`config.mk`:
```
export PLATFORM = sky130hd
export DESIGN_NAME = fess_ctrl
export DESIGN_NICKNAME = d
export VERILOG_FILES = /design/src/fess_pkg.sv /design/src/fess_ctrl.sv /design/src/fess_bus_cycle.sv
export SDC_FILE = /design/constraint.sdc
export NUM_CORES = 1
export LEC_CHECK = 0
export BUFFER_PORTS_ARGS = -buffer_cell sky130_fd_sc_hd__buf_2
export CORE_MARGIN = 4
export CORE_UTILIZATION = 35
export DETAILED_ROUTE_END_ITERATION = 8
export PLACE_DENSITY_LB_ADDON = 0.12
export SLEW_MARGIN = 10
export SYNTH_ARGS = -nofsm -noshare
export SYNTH_HDL_FRONTEND = slang
export SYNTH_SLANG_ARGS = --single-unit
```
`constraint.sdc`:
```
create_clock -name ref_clk -period 1.9 [get_ports ref_clk]
set_input_delay 0.38 -clock ref_clk [delete_from_list [all_inputs] [get_ports ref_clk]]
set_output_delay 0.38 -clock ref_clk [all_outputs]
set_load 0.01 [all_outputs]
```
`src/fess_pkg.sv`:
```
// Purpose: Shared constants and types of the flash suspend and status host
// Assumes: 25 MHz ref_clk, byte-wide parallel flash on the far side
// Notes:   Status bit positions follow the flash data_lines layout
package fess_pkg;

  localparam int unsigned CLK_NS        = 40;
  localparam int unsigned WE_LOW_NS     = 80;
  localparam int unsigned OE_ACCESS_NS  = 160;
  localparam int unsigned SUSP_MAX_US   = 15;
  localparam int unsigned POLL_LIMIT_US = 100000;

  // Least times round up, longest times round down
  localparam int unsigned WE_CYC   = (WE_LOW_NS + CLK_NS - 1) / CLK_NS;
  localparam int unsigned OE_CYC   = (OE_ACCESS_NS + CLK_NS - 1) / CLK_NS;
  localparam int unsigned SUSP_CYC = SUSP_MAX_US * 1000 / CLK_NS;
  localparam int unsigned POLL_CYC = POLL_LIMIT_US * 1000 / CLK_NS;

  localparam logic [7:0] CMD_SUSPEND = 8'hb0;
  localparam logic [7:0] CMD_RESUME  = 8'h30;
  localparam logic [7:0] CMD_SECTOR  = 8'h30;

  localparam int unsigned POLL_BIT          = 7;
  localparam int unsigned TOGGLE_BIT_ONE    = 6;
  localparam int unsigned TIME_LIMIT_FLAG   = 5;
  localparam int unsigned ERASE_WINDOW_FLAG = 3;
  localparam int unsigned TOGGLE_BIT_TWO    = 2;

  typedef enum logic [2:0] {
    OP_WRITE      = 3'h0,
    OP_READ       = 3'h1,
    OP_SUSPEND    = 3'h2,
    OP_RESUME     = 3'h3,
    OP_POLL_PROG  = 3'h4,
    OP_POLL_ERASE = 3'h5,
    OP_TOGGLE     = 3'h6,
    OP_ADD_SECTOR = 3'h7
  } fess_op_t;

  typedef enum logic [2:0] {
    RES_OK       = 3'h0,
    RES_FAIL     = 3'h1,
    RES_TIMEOUT  = 3'h2,
    RES_REFUSED  = 3'h3,
    RES_REJECTED = 3'h4
  } fess_res_t;

endpackage

```
`src/fess_ctrl.sv`:
```
// Purpose: Host sequencer for erase suspend, resume and status polling
// Assumes: Unlock and erase entry sequences are issued with OP_WRITE
// Notes:   Polls give up after a budget; POLL_LIMIT is a parameter, the suspend budget SUSP_CYC a package constant
//
// Contract
// Device accepts suspend only during sector erase or its timeout.
// Suspend during sector timeout ends the timeout and suspends at once.
// While suspended device ignores all but resume and byte program.
// Device reaches suspended state within 15 us of a valid suspend.
// Suspended: ready high, poll bit 1, toggle stops; host reads erasing sector.
// Suspended reads elsewhere give data; suspended sector toggles second bit.
// Suspended program allowed; host polls bit 7 at program address.
// Resume restarts erase; repeat resumes ignored; suspend allowed again.
// Program: poll bit reads inverted bit 7, then true bit 7.
// Erase: poll bit reads 0, then 1 on completion.
// Status valid after 4th, 6th or last sector erase write rising edge.
// Host polls erase status inside an unprotected erasing sector.
// Bit 7 may settle first; host rereads for a fully valid byte.
// Polling status driven only during operations and sector timeout.
// Each read strobe inverts toggle bit while an operation runs.
// Protected program toggles about 2 us, data unchanged.
// All-protected erase toggles about 100 us then returns to read.
// Pulse limit exceeded sets time limit flag; only polling until reset.
// Programming 0 back to 1 never completes; time limit flag set.
// Erase window flag 0 during timeout, 1 once erase begins.
// Host checks window flag before and after each added sector erase.
// Suspended program reads 1 on second toggle bit at program address.
// Each write strobe fall restarts the 50 us sector timeout; model stops it on the fall, rearms it on a sector write rise.
// Ready output high while erase is suspended.
// Toggle bit flips once per read so consecutive reads differ.
`timescale 1ns/1ps
module fess_ctrl #(
  parameter int unsigned POLL_LIMIT = fess_pkg::POLL_CYC
) (
  // Clock and reset
  input  wire logic              ref_clk,
  input  wire logic              rst_n,
  // User command
  input  wire logic              cmdValid,
  input  wire fess_pkg::fess_op_t cmdOp,
  input  wire logic [20:0]       cmdAddr,
  input  wire logic [7:0]        cmdData,
  output logic                   cmdReady,
  // User response
  output logic                   respValid,
  output fess_pkg::fess_res_t    respResult,
  output logic [7:0]             respData,
  output logic                   eraseSuspended,
  // Flash pins
  output logic [20:0]            flashAddr,
  output logic                   flashCeN,
  output logic                   flashOeN,
  output logic                   flashWeN,
  output logic [7:0]             dataOut,
  output logic                   dataOe,
  input  wire logic [7:0]        dataIn,
  input  wire logic              readyBusy
);

  typedef enum logic [1:0] {
    M_IDLE = 2'h0,
    M_WAIT = 2'h1,
    M_RESP = 2'h3
  } fess_mst_t;

  typedef struct packed {
    fess_mst_t           st;
    fess_pkg::fess_op_t  op;
    logic [20:0]         addr;
    logic [7:0]          data;
    logic [7:0]          prev;
    logic [1:0]          phase;
    logic [2:0]          rdCnt;
    logic [23:0]         timer;
    logic                busStart;
    logic                busWrite;
    logic [7:0]          busData;
    logic                suspended;
    logic                respValid;
    fess_pkg::fess_res_t result;
    logic [7:0]          status;
  } fess_ctl_t;

  fess_ctl_t  cur;
  fess_ctl_t  next_cur;
  logic       busDone;
  logic [7:0] busRdata;

  // Toggle bit one moved between two reads
  function automatic logic toggled(input logic [7:0] a, input logic [7:0] b);
    return a[fess_pkg::TOGGLE_BIT_ONE] ^ b[fess_pkg::TOGGLE_BIT_ONE];
  endfunction

  function automatic logic overBudget(input logic [23:0] t,
                                      input logic susp);
    return susp ? (t >= 24'(fess_pkg::SUSP_CYC)) : (t >= 24'(POLL_LIMIT));
  endfunction

  always_comb begin
    logic [7:0] r;
    logic       expect7;
    r = busRdata;
    expect7 = (cur.op == fess_pkg::OP_POLL_ERASE) ? 1'b1 :
              cur.data[fess_pkg::POLL_BIT];
    next_cur = cur;
    next_cur.busStart  = 1'b0;
    next_cur.respValid = 1'b0;
    unique case (cur.st)
      M_IDLE: begin
        if (cmdValid) begin
          next_cur.op      = cmdOp;
          next_cur.addr    = cmdAddr;
          next_cur.data    = cmdData;
          next_cur.phase   = 2'h0;
          next_cur.rdCnt   = 3'h0;
          next_cur.timer   = 24'h0;
          next_cur.busData = cmdData;
          next_cur.busWrite = 1'b0;
          next_cur.st      = M_WAIT;
          next_cur.busStart = 1'b1;
          unique case (cmdOp)
            fess_pkg::OP_WRITE: next_cur.busWrite = 1'b1;
            fess_pkg::OP_SUSPEND: begin
              next_cur.busWrite = 1'b1;
              next_cur.busData  = fess_pkg::CMD_SUSPEND;
            end
            fess_pkg::OP_RESUME: begin
              next_cur.busWrite = 1'b1;
              next_cur.busData  = fess_pkg::CMD_RESUME;
            end
            default: next_cur.busWrite = 1'b0;
          endcase
          // Repeat suspends and stray resumes would be ignored anyway
          if ((cmdOp == fess_pkg::OP_SUSPEND && cur.suspended) ||
              (cmdOp == fess_pkg::OP_RESUME && !cur.suspended)) begin
            next_cur.busStart = 1'b0;
            next_cur.st       = M_RESP;
            next_cur.respValid = 1'b1;
            next_cur.result   = fess_pkg::RES_REFUSED;
          end
        end
      end
      M_WAIT: begin
        next_cur.timer = cur.timer + 24'h1;
        if (busDone) begin
          if (!cur.busWrite) begin
            next_cur.status = r;
            next_cur.prev   = r;
            if (cur.rdCnt != 3'h7) begin
              next_cur.rdCnt = cur.rdCnt + 3'h1;
            end
          end
          next_cur.busStart = 1'b1;
          next_cur.busWrite = 1'b0;
          next_cur.st       = M_RESP;
          next_cur.result   = fess_pkg::RES_OK;
          unique case (cur.op)
            fess_pkg::OP_WRITE, fess_pkg::OP_READ: begin
              next_cur.busStart = 1'b0;
            end
            fess_pkg::OP_RESUME: begin
              next_cur.busStart  = 1'b0;
              next_cur.suspended = 1'b0;
            end
            fess_pkg::OP_SUSPEND: begin
              next_cur.st = M_WAIT;
              next_cur.timer = (cur.phase == 2'h0) ? 24'h0 : next_cur.timer;
              if (cur.phase != 2'h2) begin
                next_cur.phase = cur.phase + 2'h1;
              end else if (!toggled(cur.prev, r) && readyBusy &&
                           r[fess_pkg::POLL_BIT]) begin
                next_cur.busStart  = 1'b0;
                next_cur.suspended = 1'b1;
                next_cur.st        = M_RESP;
              end else if (overBudget(cur.timer, 1'b1)) begin
                next_cur.busStart = 1'b0;
                next_cur.st       = M_RESP;
                next_cur.result   = fess_pkg::RES_TIMEOUT;
              end
            end
            fess_pkg::OP_POLL_PROG, fess_pkg::OP_POLL_ERASE: begin
              next_cur.st = M_WAIT;
              if (cur.phase == 2'h3) begin
                next_cur.busStart = 1'b0;
                next_cur.st       = M_RESP;
              end else if (r[fess_pkg::POLL_BIT] == expect7) begin
                next_cur.phase = 2'h3;
              end else if (cur.phase == 2'h2) begin
                next_cur.busStart = 1'b0;
                next_cur.st       = M_RESP;
                next_cur.result   = fess_pkg::RES_FAIL;
              end else if (r[fess_pkg::TIME_LIMIT_FLAG]) begin
                next_cur.phase = 2'h2;
              end else if (overBudget(cur.timer, 1'b0)) begin
                next_cur.busStart = 1'b0;
                next_cur.st       = M_RESP;
                next_cur.result   = fess_pkg::RES_TIMEOUT;
              end
            end
            fess_pkg::OP_TOGGLE: begin
              next_cur.st = M_WAIT;
              if (cur.phase == 2'h0) begin
                next_cur.phase = 2'h1;
              end else if (cur.phase == 2'h3) begin
                next_cur.busStart = 1'b0;
                next_cur.st       = M_RESP;
              end else if (!toggled(cur.prev, r)) begin
                next_cur.phase = 2'h3;
              end else if (cur.phase == 2'h2) begin
                next_cur.busStart = 1'b0;
                next_cur.st       = M_RESP;
                next_cur.result   = fess_pkg::RES_FAIL;
              end else if (r[fess_pkg::TIME_LIMIT_FLAG]) begin
                next_cur.phase = 2'h2;
              end else if (overBudget(cur.timer, 1'b0)) begin
                next_cur.busStart = 1'b0;
                next_cur.st       = M_RESP;
                next_cur.result   = fess_pkg::RES_TIMEOUT;
              end
            end
            fess_pkg::OP_ADD_SECTOR: begin
              next_cur.st = M_WAIT;
              if (cur.phase == 2'h0) begin
                if (r[fess_pkg::ERASE_WINDOW_FLAG]) begin
                  next_cur.busStart = 1'b0;
                  next_cur.st       = M_RESP;
                  next_cur.result   = fess_pkg::RES_REFUSED;
                end else begin
                  next_cur.busWrite = 1'b1;
                  next_cur.busData  = fess_pkg::CMD_SECTOR;
                  next_cur.phase    = 2'h1;
                end
              end else if (cur.phase == 2'h1) begin
                next_cur.phase = 2'h2;
              end else begin
                next_cur.busStart = 1'b0;
                next_cur.st       = M_RESP;
                if (r[fess_pkg::ERASE_WINDOW_FLAG]) begin
                  next_cur.result = fess_pkg::RES_REJECTED;
                end
              end
            end
          endcase
          next_cur.respValid = (next_cur.st == M_RESP);
        end
      end
      M_RESP: next_cur.st = M_IDLE;
      default: next_cur.st = M_IDLE;
    endcase
  end

  always_ff @(posedge ref_clk or negedge rst_n) begin
    if (!rst_n) begin
      cur <= '{st: M_IDLE, op: fess_pkg::OP_WRITE, addr: 21'h0,
               data: 8'h00, prev: 8'h00, phase: 2'h0, rdCnt: 3'h0,
               timer: 24'h0, busStart: 1'b0, busWrite: 1'b0,
               busData: 8'h00, suspended: 1'b0, respValid: 1'b0,
               result: fess_pkg::RES_OK, status: 8'h00};
    end else begin
      cur <= next_cur;
    end
  end

  // Address held for the whole op keeps polling inside the chosen byte
  fess_bus_cycle u_bus (
    .ref_clk   (ref_clk),
    .rst_n     (rst_n),
    .start     (cur.busStart),
    .isWrite   (cur.busWrite),
    .reqAddr   (cur.addr),
    .reqData   (cur.busData),
    .done      (busDone),
    .rdata     (busRdata),
    .flashAddr (flashAddr),
    .flashCeN  (flashCeN),
    .flashOeN  (flashOeN),
    .flashWeN  (flashWeN),
    .dataOut   (dataOut),
    .dataOe    (dataOe),
    .dataIn    (dataIn)
  );

  assign cmdReady       = (cur.st == M_IDLE);
  assign respValid      = cur.respValid;
  assign respResult     = cur.result;
  assign respData       = cur.status;
  assign eraseSuspended = cur.suspended;
endmodule

```
`src/fess_bus_cycle.sv`:
```
// Purpose: One read or write cycle on the flash strobe pins
// Assumes: start is a one-cycle pulse taken only while idle
// Notes:   Write data is held one cycle past the write strobe rising edge
`timescale 1ns/1ps
module fess_bus_cycle (
  // Clock and reset
  input  wire logic        ref_clk,
  input  wire logic        rst_n,
  // Request
  input  wire logic        start,
  input  wire logic        isWrite,
  input  wire logic [20:0] reqAddr,
  input  wire logic [7:0]  reqData,
  output logic             done,
  output logic [7:0]       rdata,
  // Flash pins
  output logic [20:0]      flashAddr,
  output logic             flashCeN,
  output logic             flashOeN,
  output logic             flashWeN,
  output logic [7:0]       dataOut,
  output logic             dataOe,
  input  wire logic [7:0]  dataIn
);

  typedef enum logic [1:0] {
    B_IDLE   = 2'h0,
    B_SETUP  = 2'h1,
    B_STROBE = 2'h3,
    B_RECOV  = 2'h2
  } fess_bst_t;

  typedef struct packed {
    fess_bst_t   st;
    logic [3:0]  cnt;
    logic        write;
    logic [20:0] addr;
    logic [7:0]  wdata;
    logic        ceN;
    logic        oeN;
    logic        weN;
    logic        oe;
    logic [7:0]  rdata;
    logic        done;
  } fess_bus_t;

  fess_bus_t cur;
  fess_bus_t next_cur;

  always_comb begin
    next_cur = cur;
    next_cur.done = 1'b0;
    unique case (cur.st)
      B_IDLE: begin
        if (start) begin
          next_cur.st    = B_SETUP;
          next_cur.write = isWrite;
          next_cur.addr  = reqAddr;
          next_cur.wdata = reqData;
          next_cur.ceN   = 1'b0;
          next_cur.oe    = isWrite;
        end
      end
      B_SETUP: begin
        next_cur.st  = B_STROBE;
        next_cur.cnt = 4'h0;
        next_cur.weN = ~cur.write;
        next_cur.oeN = cur.write;
      end
      B_STROBE: begin
        next_cur.cnt = cur.cnt + 4'h1;
        if (cur.cnt == 4'((cur.write ? fess_pkg::WE_CYC
                                     : fess_pkg::OE_CYC) - 1)) begin
          next_cur.st  = B_RECOV;
          next_cur.weN = 1'b1;
          next_cur.oeN = 1'b1;
          next_cur.ceN = 1'b1;
          if (!cur.write) begin
            next_cur.rdata = dataIn;
          end
        end
      end
      B_RECOV: begin
        next_cur.st   = B_IDLE;
        next_cur.oe   = 1'b0;
        next_cur.done = 1'b1;
      end
    endcase
  end

  always_ff @(posedge ref_clk or negedge rst_n) begin
    if (!rst_n) begin
      cur <= '{st: B_IDLE, cnt: 4'h0, write: 1'b0, addr: 21'h0,
               wdata: 8'h00, ceN: 1'b1, oeN: 1'b1, weN: 1'b1, oe: 1'b0,
               rdata: 8'h00, done: 1'b0};
    end else begin
      cur <= next_cur;
    end
  end

  assign done      = cur.done;
  assign rdata     = cur.rdata;
  assign flashAddr = cur.addr;
  assign flashCeN  = cur.ceN;
  assign flashOeN  = cur.oeN;
  assign flashWeN  = cur.weN;
  assign dataOut   = cur.wdata;
  assign dataOe    = cur.oe;

endmodule

```
==> results.md <==
* Period utilization at 104%
* Hold Crit Depth at 3
* Drt first pass iters at 4
* Share of layout cells above drive strength 1 at 35.0%
* RD Place Congestion at 0.808
* Worst reg2reg endpoint: cur[22]
* CP max stage cell: or3_4
* Final worst slack at -0.0701 ns
* Post-Route Utilization at 45.0%
* Synth Flop Type: dfrtp_1
* Worst Min Path Start: cmdAddr[6]
* First-pass GRT wire length at 24.3 mm
* Post-synth ARST share at 100%
* Layout area overhead at 24.6%
* CP required at 2.20 ns
* Max Cap Viol at 0
* Synthesized area at 6060 µm²
* GR Util All Layers at 15.5%
* Initial Util at 36.1%
* Worst-margin pin slew at 0.513 ns
* CTS HTree Levels at 4
* Total wire length at 14.7 mm
* Pin count of the biggest net entering global routing at 49
* Post-synth EDFFs at 0
* Post-synthesis area per instance at 10.4 µm²
* Pwr dens at 1690 nW/µm²
* Arrival @ worst endpoint at 2.27 ns
* Max Clk Rate at 508 MHz
* DR vias/cell at 5.01
* Storage cell area at 3130 µm²
* Vias in the first global route at 4699
* CP Launch Type: flip-flop
* Syn Inst Count at 584
* Antenna violations before repair at 0
* Max Slew Vio Count at 0
* Synth area leader: dfrtp_1
* Clock Path Buffers at 2
* Largest cells by area after synthesis: dfrtp_1 50%, mux2_2 8.4%, nand2_1 6.1%
* Core Region at 16800 µm²
* Fillcell total at 1652
* Reg2reg path depth at 5
* Reg clk slew, reported paths at 0.06 ns
* Post-synth top cells: 122 x dfrtp_1, 99 x nand2_1, 45 x mux2_2
* Finished Cell Area at 7550 µm²
* Critical Path Max Stage Delay at 0.40 ns
* 1st-iter DRT viols at 255
* Antenna cells at 0
* Net Count, Synth at 635
* Total grt overflow at 0
* Run status: complete, but fails checks
* Leak at 3.57 nW
* TritonCTS clock tree: done
* Class of the worst hold path: input port to flip-flop
* CTS Buf Count at 17
* Final antenna-violating net count at 0
* Cell family contributing the most delay on the critical path: simple AND/OR/NAND/NOR gates
* Die area at 19500 µm²
* Drt wl/cell at 16.0 µm
* Most frequent CP cell: or3_4
* Die X at 140 µm
* Post-DP Area at 6850 µm²
* Max VDD drop at 783 µV
* Worst-case hold path end point: cur[74]
* Fin Clk Skew at 0.0104 ns
* Synth warn at 0
* FF+latch count, synth at 125
* Layout Nets at 734
* CP Cell Sequence: or3_4 -> or3_4 -> a2111oi_4 -> o221ai_2 -> a22o_1
* Post-route DRC at 0
* Footprint of the multi-input gates at 2500 µm²
* Number of hold violations in the final report at 0
* Top-count cell post-synth: dfrtp_1
* Crit path capture type: flip-flop
* Worst Path Buf+Inv at 0
* Worst Path Max Fanout at 3
* Unrepaired setup endpoints after global routing: true
* Seq/Total Area, Yosys at 51.7%
* Vias at 4582
* Yosys top cell area share at 50.4%
* IO Pins at 91
* # rows at 47
* Clock Sinks at 125
* Clk Latency, worst-skew pair at 0.42 ns
* Violated checks: negative setup slack
* Setup violations, final at 3
* Synth cell types at 67
* Slew HR at 65.7%
* Setup TNS at -0.108 ns
* Period minus WS final at 1.97 ns
* R2r startpoint: cur[35]
* DPL Wire Length at 10.5 mm
* PortBufs at 90
* Root buffer cell: clkbuf_16
* Setup CP Type: flip-flop to flip-flop
* R2R Setup Slk at -0.07 ns
* Die height at 140 µm
cell usage in the layout, fill, tap and decap left out, types with 5 or more instances in the layout:
cell type	Yosys	layout
ha_1	7	6
a31oi_1	12	12
buf_2	3	89
buf_12	0	5
clkbuf_16	0	17
xor2_1	6	6
o21ai_0	29	29
nor2_1	23	23
buf_4	40	50
nor2b_1	7	7
mux2_2	45	45
and3_1	6	6
nand2_1	99	99
dfrtp_1	122	121
nand3_1	18	18
nand4_1	5	5
a21oi_1	17	17
inv_1	18	18
bufinv_16	0	5
a22o_1	9	9
nor3_1	12	12
nand2b_1	6	5
cell type report:
type	count	share of cell area [%]
multi-input cells	375	33.1
flip-flops and latches	125	41.5
inverters	19	0.945
well taps	220	3.65
repair buffers	145	12.3
clock buffers	20	5.92
clock inverters	11	2.54
where the power goes:
| part | total, W | switching, W | internal [W] |
|---|---|---|---|
| sequential | 0.00442 | 0.000682 | 0.00374 |
| combinational | 0.00483 | 0.00255 | 0.00228 |
| clock | 0.00353 | 0.00118 | 0.00235 |
metrics by stage:
step / cells / worst slack [ns] / hold WS, ns / power [W]
finish: 915 / -0.0701 / 0.155 / 0.0128
global route: 915 / -0.155 / 0.146 / 0.0137
CTS: 914 / -0.0741 / 0.137 / 0.0129
detailed placement: 881 / -0.0642 / 0.358 / 0.00932
global placement: 881 / -0.0478 / 0.358 / 0.00918
floorplan: 584 / -0.0332 / 0.0844 / 0.00772
worst max-delay path by stage:
stage | start | endpoint | slack (ns) | cells past startpoint
after global routing | cur[35] | cur[22] | -0.15 | 5
after floorplan | cur[35] | cur[22] | -0.03 | 5
after detailed placement | cur[35] | cur[22] | -0.06 | 5
after global placement | cur[35] | cur[22] | -0.05 | 5
final | cur[35] | cur[22] | -0.07 | 5
after CTS | cur[35] | cur[22] | -0.07 | 5
tightest hold or removal path, delay by kind of cell:
family	cells	cell delay [ns]
simple gates	2	0.08
buf+inv	1	0.07
layer usage:
metal  wire (µm)  up-vias  global-route usage, %
li1            -     2219                      -
met1        6960     2243                   22.0
met2        6720      110                   23.3
met3         859       10                   4.80
met4         125        0                   4.08
met5           0        -                      0
state kept, by name, indices dropped and copies added, names as in the netlist:
name and flops:
u_bus.flashWeN 1, u_bus.cur 7, u_bus.flashAddr 21, u_bus.flashOeN 1, respData 8, u_bus.dataOut 8
u_bus.done 1, eraseSuspended 1, u_bus.dataOe 1, respValid 1, cur 63, u_bus.flashCeN 1
u_bus.rdata 8, respResult 3
cell families (layout without fill, tap and decap cells):
| family | after synthesis | count (layout) | synth area share (%) |
|---|---|---|---|
| xor gates and xnor gates | 10 | 10 | 1.45 |
| adders and majority gates | 7 | 7 | 1.45 |
| buffers and inverters | 84 | 195 | 7.75 |
| AOI/OAI and AO/OA | 109 | 109 | 12.7 |
| DFF | 125 | 125 | 51.7 |
| muxes | 49 | 49 | 9.03 |
| and+or+nand+nor | 200 | 200 | 15.9 |
what timing repair did:
action / CTS / global route
endpoints found under the hold margin: 26 / 0
setup endpoints to repair: 4 / 22
setup buffers: 1 / 1
cloned: 0 / 0
pin swaps: 4 / 1
resized for setup: 0 / 7
hold buffers: 1 / 0
Note: power is estimated with default switching activity, not from simulation.
